$ cat src/core/lpc_pkg.sv
// Constants, types and decoders shared by the panel command port
package lpc_pkg;
  // ==========================================================
  // Register map: indices, byte address is index times four
  localparam int          ADDR_W     = 10;
  localparam logic [7:0]  IDX_IF_CFG = 8'h32;
  localparam logic [7:0]  IDX_CMD    = 8'h34;
  localparam logic [7:0]  IDX_PARAM  = 8'h36;
  localparam logic [7:0]  IDX_STATUS = 8'h38;
  localparam logic [7:0]  IDX_XFER   = 8'h3c;
  localparam logic [7:0]  IDX_LINK   = 8'h54;
  // ==========================================================
  // Field positions, write masks and reset values
  localparam int          CFG_TYPE_LO   = 0;
  localparam int          CFG_WID_LO    = 4;
  localparam int          CFG_SHPOL     = 7;
  localparam int          CFG_CSPOL     = 8;
  localparam int          CFG_DRPOL     = 9;
  localparam int          XFER_PCINV    = 7;
  localparam int          LINK_PAR8     = 0;
  localparam int          LINK_STYPE_LO = 5;
  localparam int          STAT_BUSY     = 0;
  localparam logic [15:0] CFG_WMASK     = 16'h03f3;
  localparam logic [15:0] XFER_WMASK    = 16'h0080;
  localparam logic [15:0] LINK_WMASK    = 16'h00e1;
  localparam logic [15:0] CFG_RST       = 16'h0000;
  localparam logic [15:0] XFER_RST      = 16'h0000;
  localparam logic [15:0] LINK_RST      = 16'h0000;
  localparam logic [15:0] WORD_RST      = 16'h0000;
  // ==========================================================
  // Encodings
  localparam logic [1:0]  TYPE_RGB    = 2'h0;
  localparam logic [1:0]  TYPE_PAR    = 2'h2;
  localparam logic [2:0]  STYPE_NONE  = 3'h0;
  localparam logic [1:0]  STYPE_3W_HI = 2'h2;
  localparam logic [1:0]  RESP_OKAY   = 2'h0;
  localparam logic [1:0]  RESP_SLVERR = 2'h2;
  localparam logic [4:0]  SER_BITS_8  = 5'h08;
  localparam logic [4:0]  SER_BITS_16 = 5'h10;
  // ==========================================================
  // Timing, least times rounded up to whole cycles
  localparam int CLK_NS       = 8;
  localparam int WR_PULSE_NS  = 40;
  localparam int WR_PULSE_CYC = (WR_PULSE_NS + CLK_NS - 1) / CLK_NS;
  localparam int SER_HALF_NS  = 40;
  localparam int SER_HALF_CYC = (SER_HALF_NS + CLK_NS - 1) / CLK_NS;
  localparam int PIX_HALF_CYC = 2;

  typedef enum logic [1:0] {TX_IDLE, TX_PAR, TX_SLO, TX_SHI} lpc_tx_st_t;

  function automatic logic [23:0] lpc_width_mask(input logic [2:0] code);
    unique case (code)
      3'h0:    return 24'h0001ff;
      3'h1:    return 24'h000fff;
      3'h2:    return 24'h00ffff;
      3'h3:    return 24'h03ffff;
      3'h4:    return 24'hffffff;
      default: return 24'h000000;
    endcase
  endfunction

  function automatic logic lpc_hit(input logic [ADDR_W-1:0] a,
                                   input logic [7:0]        idx);
    return a[ADDR_W-1:2] == idx;
  endfunction

  function automatic logic [15:0] lpc_merge(input logic [15:0] old,
                                            input logic [15:0] nw,
                                            input logic [1:0]  strb,
                                            input logic [15:0] wmask);
    logic [15:0] m;
    m = {{8{strb[1]}}, {8{strb[0]}}} & wmask;
    return (old & ~m) | (nw & m);
  endfunction
endpackage

$ cat src/core/lpc_top.sv
// Panel port configuration and command/parameter transfer, AXI4-Lite
`timescale 1ns/1ps
module lpc_top import lpc_pkg::*; #(
  parameter int PIX_HALF = PIX_HALF_CYC,
  parameter int SER_HALF = SER_HALF_CYC,
  parameter int WR_PULSE = WR_PULSE_CYC
) (
  input  wire logic              mclk_i,
  input  wire logic              rst_n_i,
  input  wire logic              ce_i,
  input  wire logic [ADDR_W-1:0] s_axi_awaddr_i,
  input  wire logic              s_axi_awvalid_i,
  output logic                   s_axi_awready_o,
  input  wire logic [31:0]       s_axi_wdata_i,
  input  wire logic [3:0]        s_axi_wstrb_i,
  input  wire logic              s_axi_wvalid_i,
  output logic                   s_axi_wready_o,
  output logic [1:0]             s_axi_bresp_o,
  output logic                   s_axi_bvalid_o,
  input  wire logic              s_axi_bready_i,
  input  wire logic [ADDR_W-1:0] s_axi_araddr_i,
  input  wire logic              s_axi_arvalid_i,
  output logic                   s_axi_arready_o,
  output logic [31:0]            s_axi_rdata_o,
  output logic [1:0]             s_axi_rresp_o,
  output logic                   s_axi_rvalid_o,
  input  wire logic              s_axi_rready_i,
  input  wire logic [23:0]       rgb_data_i,
  input  wire logic              rgb_de_i,
  output logic                   panel_shift_clock_o,
  output logic [23:0]            panel_data_o,
  output logic                   panel_data_ready_out_o,
  output logic                   panel_chip_select_n_o,
  output logic                   cmd_param_select_out_o,
  output logic                   panel_write_strobe_o,
  output logic                   panel_serial_clock_o,
  output logic                   panel_serial_data_o
);
  // ==========================================================
  // Write channel
  logic              aw_held_r, aw_held_nxt, w_held_r, w_held_nxt;
  logic [ADDR_W-1:0] awaddr_r, awaddr_nxt;
  logic [15:0]       wdata_r, wdata_nxt;
  logic [1:0]        wstrb_r, wstrb_nxt, bresp_nxt;
  logic              awready_nxt, wready_nxt, bvalid_nxt;
  logic              aw_fire, w_fire, do_wr, wr_hit;

  assign aw_fire = s_axi_awvalid_i & s_axi_awready_o;
  assign w_fire  = s_axi_wvalid_i & s_axi_wready_o;
  assign do_wr   = aw_held_r & w_held_r & ~s_axi_bvalid_o;
  assign wr_hit  = lpc_hit(awaddr_r, IDX_IF_CFG) |
                   lpc_hit(awaddr_r, IDX_CMD) |
                   lpc_hit(awaddr_r, IDX_PARAM) |
                   lpc_hit(awaddr_r, IDX_XFER) |
                   lpc_hit(awaddr_r, IDX_LINK);

  always_comb begin
    aw_held_nxt = aw_held_r | aw_fire;
    w_held_nxt  = w_held_r | w_fire;
    awaddr_nxt  = aw_fire ? s_axi_awaddr_i : awaddr_r;
    wdata_nxt   = w_fire ? s_axi_wdata_i[15:0] : wdata_r;
    wstrb_nxt   = w_fire ? s_axi_wstrb_i[1:0] : wstrb_r;
    bvalid_nxt  = s_axi_bvalid_o & ~s_axi_bready_i;
    bresp_nxt   = s_axi_bresp_o;
    if (do_wr) begin
      aw_held_nxt = 1'b0;
      w_held_nxt  = 1'b0;
      bvalid_nxt  = 1'b1;
      bresp_nxt   = wr_hit ? RESP_OKAY : RESP_SLVERR;
    end
    // One write in flight: both ready drop until the response is taken
    awready_nxt = ~aw_held_nxt & ~bvalid_nxt;
    wready_nxt  = ~w_held_nxt & ~bvalid_nxt;
  end

  always_ff @(posedge mclk_i or negedge rst_n_i) begin
    if (!rst_n_i) begin
      aw_held_r <= 1'b0; w_held_r <= 1'b0;
      awaddr_r <= '0; wdata_r <= WORD_RST; wstrb_r <= 2'h0;
      s_axi_awready_o <= 1'b0; s_axi_wready_o <= 1'b0;
      s_axi_bvalid_o <= 1'b0; s_axi_bresp_o <= RESP_OKAY;
    end else if (ce_i) begin
      aw_held_r <= aw_held_nxt; w_held_r <= w_held_nxt;
      awaddr_r <= awaddr_nxt; wdata_r <= wdata_nxt; wstrb_r <= wstrb_nxt;
      s_axi_awready_o <= awready_nxt; s_axi_wready_o <= wready_nxt;
      s_axi_bvalid_o <= bvalid_nxt; s_axi_bresp_o <= bresp_nxt;
    end
  end

  // ==========================================================
  // Registers and transfer start
  logic [15:0] cfg_r, cfg_nxt, xfer_r, xfer_nxt, link_r, link_nxt;
  logic [15:0] cmd_r, cmd_nxt, par_r, par_nxt;
  logic        start_r, start_nxt, scmd_r, scmd_nxt;
  logic        tx_busy, busy_eff, wr_cmd, wr_par;

  assign busy_eff = tx_busy | start_r;
  assign wr_cmd   = do_wr & lpc_hit(awaddr_r, IDX_CMD);
  assign wr_par   = do_wr & lpc_hit(awaddr_r, IDX_PARAM);

  always_comb begin
    cfg_nxt = cfg_r; xfer_nxt = xfer_r; link_nxt = link_r;
    cmd_nxt = cmd_r; par_nxt = par_r;
    start_nxt = 1'b0; scmd_nxt = scmd_r;
    if (do_wr & lpc_hit(awaddr_r, IDX_IF_CFG))
      cfg_nxt = lpc_merge(cfg_r, wdata_r, wstrb_r, CFG_WMASK);
    if (do_wr & lpc_hit(awaddr_r, IDX_XFER))
      xfer_nxt = lpc_merge(xfer_r, wdata_r, wstrb_r, XFER_WMASK);
    if (do_wr & lpc_hit(awaddr_r, IDX_LINK))
      link_nxt = lpc_merge(link_r, wdata_r, wstrb_r, LINK_WMASK);
    // A word written while busy is dropped; the engine holds its copy
    if (wr_cmd & ~busy_eff) begin
      cmd_nxt   = lpc_merge(cmd_r, wdata_r, wstrb_r, 16'hffff);
      start_nxt = 1'b1;
      scmd_nxt  = 1'b1;
    end
    if (wr_par & ~busy_eff) begin
      par_nxt   = lpc_merge(par_r, wdata_r, wstrb_r, 16'hffff);
      start_nxt = 1'b1;
      scmd_nxt  = 1'b0;
    end
  end

  always_ff @(posedge mclk_i or negedge rst_n_i) begin
    if (!rst_n_i) begin
      cfg_r <= CFG_RST; xfer_r <= XFER_RST; link_r <= LINK_RST;
      cmd_r <= WORD_RST; par_r <= WORD_RST;
      start_r <= 1'b0; scmd_r <= 1'b0;
    end else if (ce_i) begin
      cfg_r <= cfg_nxt; xfer_r <= xfer_nxt; link_r <= link_nxt;
      cmd_r <= cmd_nxt; par_r <= par_nxt;
      start_r <= start_nxt; scmd_r <= scmd_nxt;
    end
  end

  // ==========================================================
  // Read channel
  logic        ar_fire, arready_nxt, rvalid_nxt;
  logic [15:0] rd_val;
  logic [31:0] rdata_nxt;
  logic [1:0]  rresp_nxt, rd_resp;

  assign ar_fire = s_axi_arvalid_i & s_axi_arready_o;

  always_comb begin
    rd_val  = 16'h0000;
    rd_resp = RESP_OKAY;
    if (lpc_hit(s_axi_araddr_i, IDX_IF_CFG))      rd_val = cfg_r;
    else if (lpc_hit(s_axi_araddr_i, IDX_CMD))    rd_val = cmd_r;
    else if (lpc_hit(s_axi_araddr_i, IDX_PARAM))  rd_val = par_r;
    else if (lpc_hit(s_axi_araddr_i, IDX_STATUS))
      rd_val[STAT_BUSY] = busy_eff;
    else if (lpc_hit(s_axi_araddr_i, IDX_XFER))   rd_val = xfer_r;
    else if (lpc_hit(s_axi_araddr_i, IDX_LINK))   rd_val = link_r;
    else rd_resp = RESP_SLVERR;
    rvalid_nxt = s_axi_rvalid_o & ~s_axi_rready_i;
    rdata_nxt  = s_axi_rdata_o;
    rresp_nxt  = s_axi_rresp_o;
    if (ar_fire) begin
      rvalid_nxt = 1'b1;
      rdata_nxt  = {16'h0000, rd_val};
      rresp_nxt  = rd_resp;
    end
    arready_nxt = ~rvalid_nxt;
  end

  always_ff @(posedge mclk_i or negedge rst_n_i) begin
    if (!rst_n_i) begin
      s_axi_arready_o <= 1'b0; s_axi_rvalid_o <= 1'b0;
      s_axi_rdata_o <= 32'h00000000; s_axi_rresp_o <= RESP_OKAY;
    end else if (ce_i) begin
      s_axi_arready_o <= arready_nxt; s_axi_rvalid_o <= rvalid_nxt;
      s_axi_rdata_o <= rdata_nxt; s_axi_rresp_o <= rresp_nxt;
    end
  end

  // ==========================================================
  // Engines
  logic        rgb_en, par_en, tx_cs, tx_a0, tx_wr, tx_sclk, tx_sdo;
  logic        rgb_sh, rgb_dr;
  logic [15:0] tx_dat;
  logic [23:0] rgb_dat;
  logic [2:0]  stype;

  assign rgb_en = cfg_r[CFG_TYPE_LO +: 2] == TYPE_RGB;
  assign par_en = cfg_r[CFG_TYPE_LO +: 2] == TYPE_PAR;
  assign stype  = link_r[LINK_STYPE_LO +: 3];

  lpc_txeng #(.WR_CYC(WR_PULSE), .HALF_CYC(SER_HALF)) u_tx (
    .mclk_i       (mclk_i),
    .rst_n_i      (rst_n_i),
    .ce_i         (ce_i),
    .start_i      (start_r),
    .is_cmd_i     (scmd_r),
    .word_i       (scmd_r ? cmd_r : par_r),
    .pc_inv_i     (xfer_r[XFER_PCINV]),
    .cs_pol_i     (cfg_r[CFG_CSPOL]),
    .par8_i       (link_r[LINK_PAR8]),
    .serial_i     (stype != STYPE_NONE),
    .three_wire_i (stype[2:1] == STYPE_3W_HI),
    .busy_o       (tx_busy),
    .cs_o         (tx_cs),
    .a0_o         (tx_a0),
    .wr_o         (tx_wr),
    .data_o       (tx_dat),
    .sclk_o       (tx_sclk),
    .sdo_o        (tx_sdo)
  );

  lpc_rgbpath #(.HALF_CYC(PIX_HALF)) u_rgb (
    .mclk_i   (mclk_i),
    .rst_n_i  (rst_n_i),
    .ce_i     (ce_i),
    .en_i     (rgb_en),
    .width_i  (cfg_r[CFG_WID_LO +: 3]),
    .shpol_i  (cfg_r[CFG_SHPOL]),
    .drpol_i  (cfg_r[CFG_DRPOL]),
    .rgb_i    (rgb_data_i),
    .de_i     (rgb_de_i),
    .shift_o  (rgb_sh),
    .data_o   (rgb_dat),
    .dready_o (rgb_dr)
  );

  // ==========================================================
  // Pin registers; shift clock and data pass one stage together
  logic [23:0] pdat_nxt;

  always_comb begin
    pdat_nxt = 24'h000000;
    if (rgb_en)      pdat_nxt = rgb_dat;
    else if (par_en) pdat_nxt = {8'h00, tx_dat};
  end

  always_ff @(posedge mclk_i or negedge rst_n_i) begin
    if (!rst_n_i) begin
      panel_shift_clock_o <= 1'b0; panel_data_o <= 24'h000000;
      panel_data_ready_out_o <= 1'b0; panel_chip_select_n_o <= 1'b1;
      cmd_param_select_out_o <= 1'b0; panel_write_strobe_o <= 1'b0;
      panel_serial_clock_o <= 1'b0; panel_serial_data_o <= 1'b0;
    end else if (ce_i) begin
      panel_shift_clock_o <= rgb_sh; panel_data_o <= pdat_nxt;
      panel_data_ready_out_o <= rgb_dr; panel_chip_select_n_o <= tx_cs;
      cmd_param_select_out_o <= tx_a0; panel_write_strobe_o <= tx_wr;
      panel_serial_clock_o <= tx_sclk; panel_serial_data_o <= tx_sdo;
    end
  end
endmodule

$ cat src/core/lpc_txeng.sv
// Command and parameter word transfer engine, parallel or serial
`timescale 1ns/1ps
module lpc_txeng import lpc_pkg::*; #(
  parameter int WR_CYC   = WR_PULSE_CYC,
  parameter int HALF_CYC = SER_HALF_CYC
) (
  input  wire logic        mclk_i,
  input  wire logic        rst_n_i,
  input  wire logic        ce_i,
  input  wire logic        start_i,
  input  wire logic        is_cmd_i,
  input  wire logic [15:0] word_i,
  input  wire logic        pc_inv_i,
  input  wire logic        cs_pol_i,
  input  wire logic        par8_i,
  input  wire logic        serial_i,
  input  wire logic        three_wire_i,
  output logic             busy_o,
  output logic             cs_o,
  output logic             a0_o,
  output logic             wr_o,
  output logic [15:0]      data_o,
  output logic             sclk_o,
  output logic             sdo_o
);
  // ==========================================================
  // Sequencer
  lpc_tx_st_t  st_r, st_nxt;
  logic [7:0]  cnt_r, cnt_nxt;
  logic [4:0]  bits_r, bits_nxt;
  logic [15:0] sh_r, sh_nxt, dat_nxt, ld;
  logic        busy_nxt, cs_nxt, a0_nxt, wr_nxt, sclk_nxt, sdo_nxt;

  always_comb begin
    st_nxt = st_r; cnt_nxt = cnt_r; bits_nxt = bits_r; sh_nxt = sh_r;
    busy_nxt = busy_o; cs_nxt = cs_o; a0_nxt = a0_o; wr_nxt = wr_o;
    dat_nxt = data_o; sclk_nxt = sclk_o; sdo_nxt = sdo_o;
    // Three-wire keeps the upper byte as address bits ahead of data
    ld = three_wire_i ? word_i : {word_i[7:0], 8'h00};
    unique case (st_r)
      TX_IDLE: begin
        cs_nxt = ~cs_pol_i;
        if (start_i) begin
          busy_nxt = 1'b1;
          cs_nxt   = cs_pol_i;
          a0_nxt   = is_cmd_i ? pc_inv_i : ~pc_inv_i;
          cnt_nxt  = 8'h00;
          if (serial_i) begin
            st_nxt   = TX_SLO;
            bits_nxt = three_wire_i ? SER_BITS_16 : SER_BITS_8;
            sh_nxt   = ld;
            sdo_nxt  = ld[15];
            sclk_nxt = 1'b0;
          end else begin
            st_nxt  = TX_PAR;
            dat_nxt = par8_i ? {8'h00, word_i[7:0]} : word_i;
            wr_nxt  = 1'b1;
          end
        end
      end
      TX_PAR: begin
        if (cnt_r == 8'(WR_CYC - 1)) begin
          wr_nxt = 1'b0; busy_nxt = 1'b0; cs_nxt = ~cs_pol_i;
          st_nxt = TX_IDLE;
        end else cnt_nxt = cnt_r + 8'h01;
      end
      TX_SLO: begin
        if (cnt_r == 8'(HALF_CYC - 1)) begin
          sclk_nxt = 1'b1; cnt_nxt = 8'h00; st_nxt = TX_SHI;
        end else cnt_nxt = cnt_r + 8'h01;
      end
      TX_SHI: begin
        if (cnt_r == 8'(HALF_CYC - 1)) begin
          sclk_nxt = 1'b0; cnt_nxt = 8'h00; bits_nxt = bits_r - 5'h01;
          if (bits_r == 5'h01) begin
            // Busy drops only after the last bit's high phase
            busy_nxt = 1'b0; cs_nxt = ~cs_pol_i; st_nxt = TX_IDLE;
          end else begin
            sh_nxt = {sh_r[14:0], 1'b0}; sdo_nxt = sh_r[14]; st_nxt = TX_SLO;
          end
        end else cnt_nxt = cnt_r + 8'h01;
      end
    endcase
  end

  always_ff @(posedge mclk_i or negedge rst_n_i) begin
    if (!rst_n_i) begin
      st_r <= TX_IDLE; cnt_r <= 8'h00; bits_r <= 5'h00; sh_r <= WORD_RST;
      busy_o <= 1'b0; cs_o <= 1'b1; a0_o <= 1'b0; wr_o <= 1'b0;
      data_o <= WORD_RST; sclk_o <= 1'b0; sdo_o <= 1'b0;
    end else if (ce_i) begin
      st_r <= st_nxt; cnt_r <= cnt_nxt; bits_r <= bits_nxt; sh_r <= sh_nxt;
      busy_o <= busy_nxt; cs_o <= cs_nxt; a0_o <= a0_nxt; wr_o <= wr_nxt;
      data_o <= dat_nxt; sclk_o <= sclk_nxt; sdo_o <= sdo_nxt;
    end
  end
endmodule

$ cat src/core/lpc_rgbpath.sv
// RGB shift clock and masked pixel data launch
`timescale 1ns/1ps
module lpc_rgbpath import lpc_pkg::*; #(
  parameter int HALF_CYC = PIX_HALF_CYC
) (
  input  wire logic        mclk_i,
  input  wire logic        rst_n_i,
  input  wire logic        ce_i,
  input  wire logic        en_i,
  input  wire logic [2:0]  width_i,
  input  wire logic        shpol_i,
  input  wire logic        drpol_i,
  input  wire logic [23:0] rgb_i,
  input  wire logic        de_i,
  output logic             shift_o,
  output logic [23:0]      data_o,
  output logic             dready_o
);
  // ==========================================================
  // Divider and launch edge
  logic [7:0]  cnt_r, cnt_nxt;
  logic        sh_nxt, dr_nxt;
  logic [23:0] dat_nxt;

  always_comb begin
    cnt_nxt = cnt_r; sh_nxt = shift_o; dat_nxt = data_o; dr_nxt = dready_o;
    if (!en_i) begin
      cnt_nxt = 8'h00; sh_nxt = 1'b0; dat_nxt = 24'h000000; dr_nxt = drpol_i;
    end else if (cnt_r == 8'(HALF_CYC - 1)) begin
      cnt_nxt = 8'h00;
      sh_nxt  = ~shift_o;
      // Launch on rising edge when polarity clear, falling when set
      if (~shift_o == ~shpol_i) begin
        dat_nxt = rgb_i & lpc_width_mask(width_i);
        dr_nxt  = de_i ^ drpol_i;
      end
    end else cnt_nxt = cnt_r + 8'h01;
  end

  always_ff @(posedge mclk_i or negedge rst_n_i) begin
    if (!rst_n_i) begin
      cnt_r <= 8'h00; shift_o <= 1'b0; data_o <= 24'h000000; dready_o <= 1'b0;
    end else if (ce_i) begin
      cnt_r <= cnt_nxt; shift_o <= sh_nxt; data_o <= dat_nxt;
      dready_o <= dr_nxt;
    end
  end
endmodule

$ cat config.mk
export PLATFORM = sky130hd
export DESIGN_NAME = lpc_top
export DESIGN_NICKNAME = d
export VERILOG_FILES = /design/src/core/lpc_pkg.sv /design/src/core/lpc_top.sv /design/src/core/lpc_txeng.sv /design/src/core/lpc_rgbpath.sv
export SDC_FILE = /design/constraint.sdc
export NUM_CORES = 1
export LEC_CHECK = 0
export ABC_AREA = 1
export BUFFER_PORTS_ARGS = -buffer_cell sky130_fd_sc_hd__buf_4
export CAP_MARGIN = 25
export CORE_MARGIN = 2
export CORE_UTILIZATION = 55
export CTS_CLUSTER_SIZE = 24
export DETAILED_ROUTE_END_ITERATION = 12
export PLACE_DENSITY = 0.83
export SETUP_SLACK_MARGIN = 0.2
export SLEW_MARGIN = 20
export SYNTH_ARGS = -nofsm -noshare
export SYNTH_HDL_FRONTEND = slang
export SYNTH_HIERARCHICAL = 1
export SYNTH_SLANG_ARGS = --single-unit
$ cat constraint.sdc
create_clock -name mclk_i -period 3.8 [get_ports mclk_i]
set_input_delay 0.57 -clock mclk_i [delete_from_list [all_inputs] [get_ports mclk_i]]
set_output_delay 0.57 -clock mclk_i [all_outputs]
set_load 0.005 [all_outputs]
==> flow_summary.json <==
{
  "status": "finished, final reports clean",
  "p_comb_frac": 0.186,
  "intPower_mw": 4.251,
  "antenna_found_initial": 0,
  "first_pass_iters": 7,
  "port_buffers": 120,
  "cts_num_sinks": 215,
  "synth_area_leaders": "dfrtp_1 49%, nand2_1 17%, inv_1 4.4%, nand3_1 3.9%, o21ai_0 3.8%",
  "avgRoutedWirePerCell_um": 14.65,
  "rsz0062_at_grt": "no",
  "numCtsBuffers": 23,
  "dp_hpwl_mm": 17.94,
  "synth_top_area_frac": 0.4940,
  "syn_area_um2": 10790,
  "final_nets": 1564,
  "grt_max_degree": 121,
  "synthCells": 1368,
  "die_h_um": 144.1,
  "relSlewSlack": 0.4114,
  "core_um2": 19330,
  "clk_path_buf_depth": 3,
  "ys_warn_count": 6,
  "maxCapViolations": 0,
  "wirelength_mm": 25.60,
  "dp_cells": 1708,
  "drive_above_1_share": 0.1564,
  "num_rows": 51,
  "hold_buffers": 0,
  "antenna_cells": 0,
  "fillerInstances": 1646,
  "p_per_area_nw_per_um2": 494.4,
  "grt_pass1_vias": 8849,
  "p_sw_mw": 1.901,
  "report.final.slew_viol_count": 0,
  "drc": 0,
  "pwr-share-seq": 0.474,
  "synthToLayoutAreaGrowth_pct": 15.35,
  "clkPwrFrac": 0.340,
  "finalCriticalPeriod_ns": 2.369,
  "drt-initial-drc-count": 829,
  "grt_usage": 0.2532,
  "tightest_slew_ns": 0.8829,
  "synthTopCellsByCount": "481 x nand2_1, 213 x dfrtp_1, 127 x inv_1",
  "ios": 161,
  "cts_resized": 0,
  "ys_seq_area_frac": 0.4989,
  "synth_most_common_cell": "nand2_1",
  "startpoint_type": "flop",
  "die_x_um": 144.1,
  "hold_viol": 0,
  "synth_ff_type": "dfrtp_1",
  "post_cts_buffers": 0,
  "synth_cell_types": 46,
  "multiInputGateArea_um2": 4517,
  "fmax_ghz": 0.4222,
  "switching_share": 0.3090,
  "fin_skew_ns": 0.01463,
  "avgSynthCellArea_um2": 7.887,
  "regArea_um2": 5383,
  "ir_worst_vdd_uv": 423.7,
  "grt_pass1_wl_mm": 42.62,
  "root_buffer": "clkbuf_16",
  "synth_edf_count": 0,
  "h-tree-depth": 1,
  "clkTransAtPathRegs_ns": 0.06,
  "clkLatencyLatePin_ns": 0.51,
  "via_per_inst": 5.290,
  "cts_tree": "done",
  "cp-end-kind": "flop",
  "finalNonFillerCells": 1748,
  "num_vias": 9247,
  "antenna_left": 0,
  "design.die.area_um2": 20750,
  "period_share": 0.6233,
  "overflow": 0,
  "routabilityCongestion": 0.9491,
  "setup_viol": 0,
  "worstPathArrival_ns": 2.82,
  "synthArstFlopShare": 1.000,
  "crit_type": "flop to flop",
  "leakagePower_nw": 6.423,
  "cp.required_ns": 4.25,
  "totalNegativeSetupSlack_ns": 0,
  "synth-seq-cells": 215,
  "synth_area_leader_cell": "dfrtp_1",
  "path_max_fanout": 25,
  "hold_path_class": "primary input to asynchronous set/reset pin",
  "start_util": 0.5580,
  "p_total_mw": 6.153
}
## per-layer routing
metal / global-route usage / vias to the layer above / wire length, um
li1: - / 4508 / -
met1: 0.3475 / 4337 / 11030
met2: 0.4238 / 350 / 12270
met3: 0.03808 / 52 / 1743
met4: 0.06811 / 0 / 563
met5: 0 / - / 0
## final timing paths
path | slack [ns] | end | cells past startpoint
max | 1.43 | u_rgb/data_o[16] | 6
min | 0.04 | panel_shift_clock_o | 1
max reg2reg | 1.43 | u_rgb/data_o[16] | 6
min reg2reg | 0.47 | panel_chip_select_n_o | 2
max in group asynchronous | 2.68 | s_axi_rdata_o[15] | 3
min in group mclk_i | 0.26 | awaddr_r[8] | 3
## metrics by stage
| stage | hold WS [ns] | area, um^2 | setup slack, ns | utilization |
|---|---|---|---|---|
| 4_1_cts | 0.2514 | 12410 | 1.461 | 0.6420 |
| 3_5_place_dp | 0.4596 | 11710 | 1.187 | 0.6056 |
| 5_1_grt | 0.05427 | 12450 | 1.234 | 0.6437 |
| 6_report | 0.03853 | 12450 | 1.431 | 0.6437 |
| 3_3_place_gp | 0.4533 | 11710 | 1.214 | 0.6056 |
| 2_1_floorplan | 0.2744 | 10850 | 1.985 | - |
## area by class of cell
cell class                      count  share of cell area
Sequential cell                   215              0.4325
Multi-Input combinational cell    963              0.3629
Timing Repair Buffer              128             0.07932
Clock buffer                       30             0.05157
Inverter                          138             0.04212
Tap cell                          265             0.02664
Clock inverter                      9            0.004926
## worst max-delay path: stages (launching register included)
cell and delay (ns):
dfrtp_1 0.64, nor2_4 0.57, buf_4 0.38, nand2_4 0.21, nand3_4 0.29, nand2_1 0.11
nand2_1 0.08
## placed cells by master (no fill, tap or decap), types with 3 or more instances in the layout
cell / Yosys / routed
o22ai_1: 7 / 7
nor2_1: 97 / 96
o21ai_1: 37 / 37
clkbuf_16: 0 / 23
clkbuf_1: 13 / 3
o21bai_1: 3 / 3
nand2_2: 14 / 14
nand3_4: 3 / 3
inv_1: 127 / 127
or2_2: 4 / 4
o21ai_0: 82 / 82
conb_1: 1 / 18
dfrtp_1: 213 / 213
buf_4: 25 / 126
clkbuf_8: 0 / 5
a21oi_1: 41 / 41
nor2_2: 5 / 4
inv_2: 7 / 7
nand2_4: 4 / 4
a21boi_0: 3 / 3
nor2_8: 4 / 4
nor2_4: 7 / 9
clkinv_2: 1 / 5
nand4_1: 31 / 31
o211ai_1: 10 / 10
o21ai_2: 3 / 3
nand2_1: 481 / 481
mux2_2: 5 / 5
xor2_1: 3 / 3
ha_1: 6 / 6
nand3_1: 83 / 83
## power by group through the flow
stage          Clock, mW  Sequential (mW)  Combinational [mW]
2_1_floorplan          0             2.86               0.793
3_3_place_gp           0             2.93                1.09
3_5_place_dp           0             2.95                1.14
4_1_cts             2.12             2.91                1.14
5_1_grt             2.23             2.95                1.32
6_report            2.09             2.91                1.15
## cells by family (layout without fill, tap and decap cells)
logic type / after synthesis / in the layout / share of synthesized area
adder cells (fa/ha/maj): 6 / 6 / 0.006958
flip-flops: 215 / 215 / 0.4989
AND/OR/NAND/NOR: 738 / 738 / 0.2984
multiplexers: 5 / 5 / 0.005218
other: 1 / 18 / 0.0003476
AO/OA/AOI/OAI: 190 / 190 / 0.09510
buffers and inverters: 207 / 305 / 0.08953
XOR/XNOR: 6 / 6 / 0.005568
No activity file was read; power rests on OpenSTA's default activity.
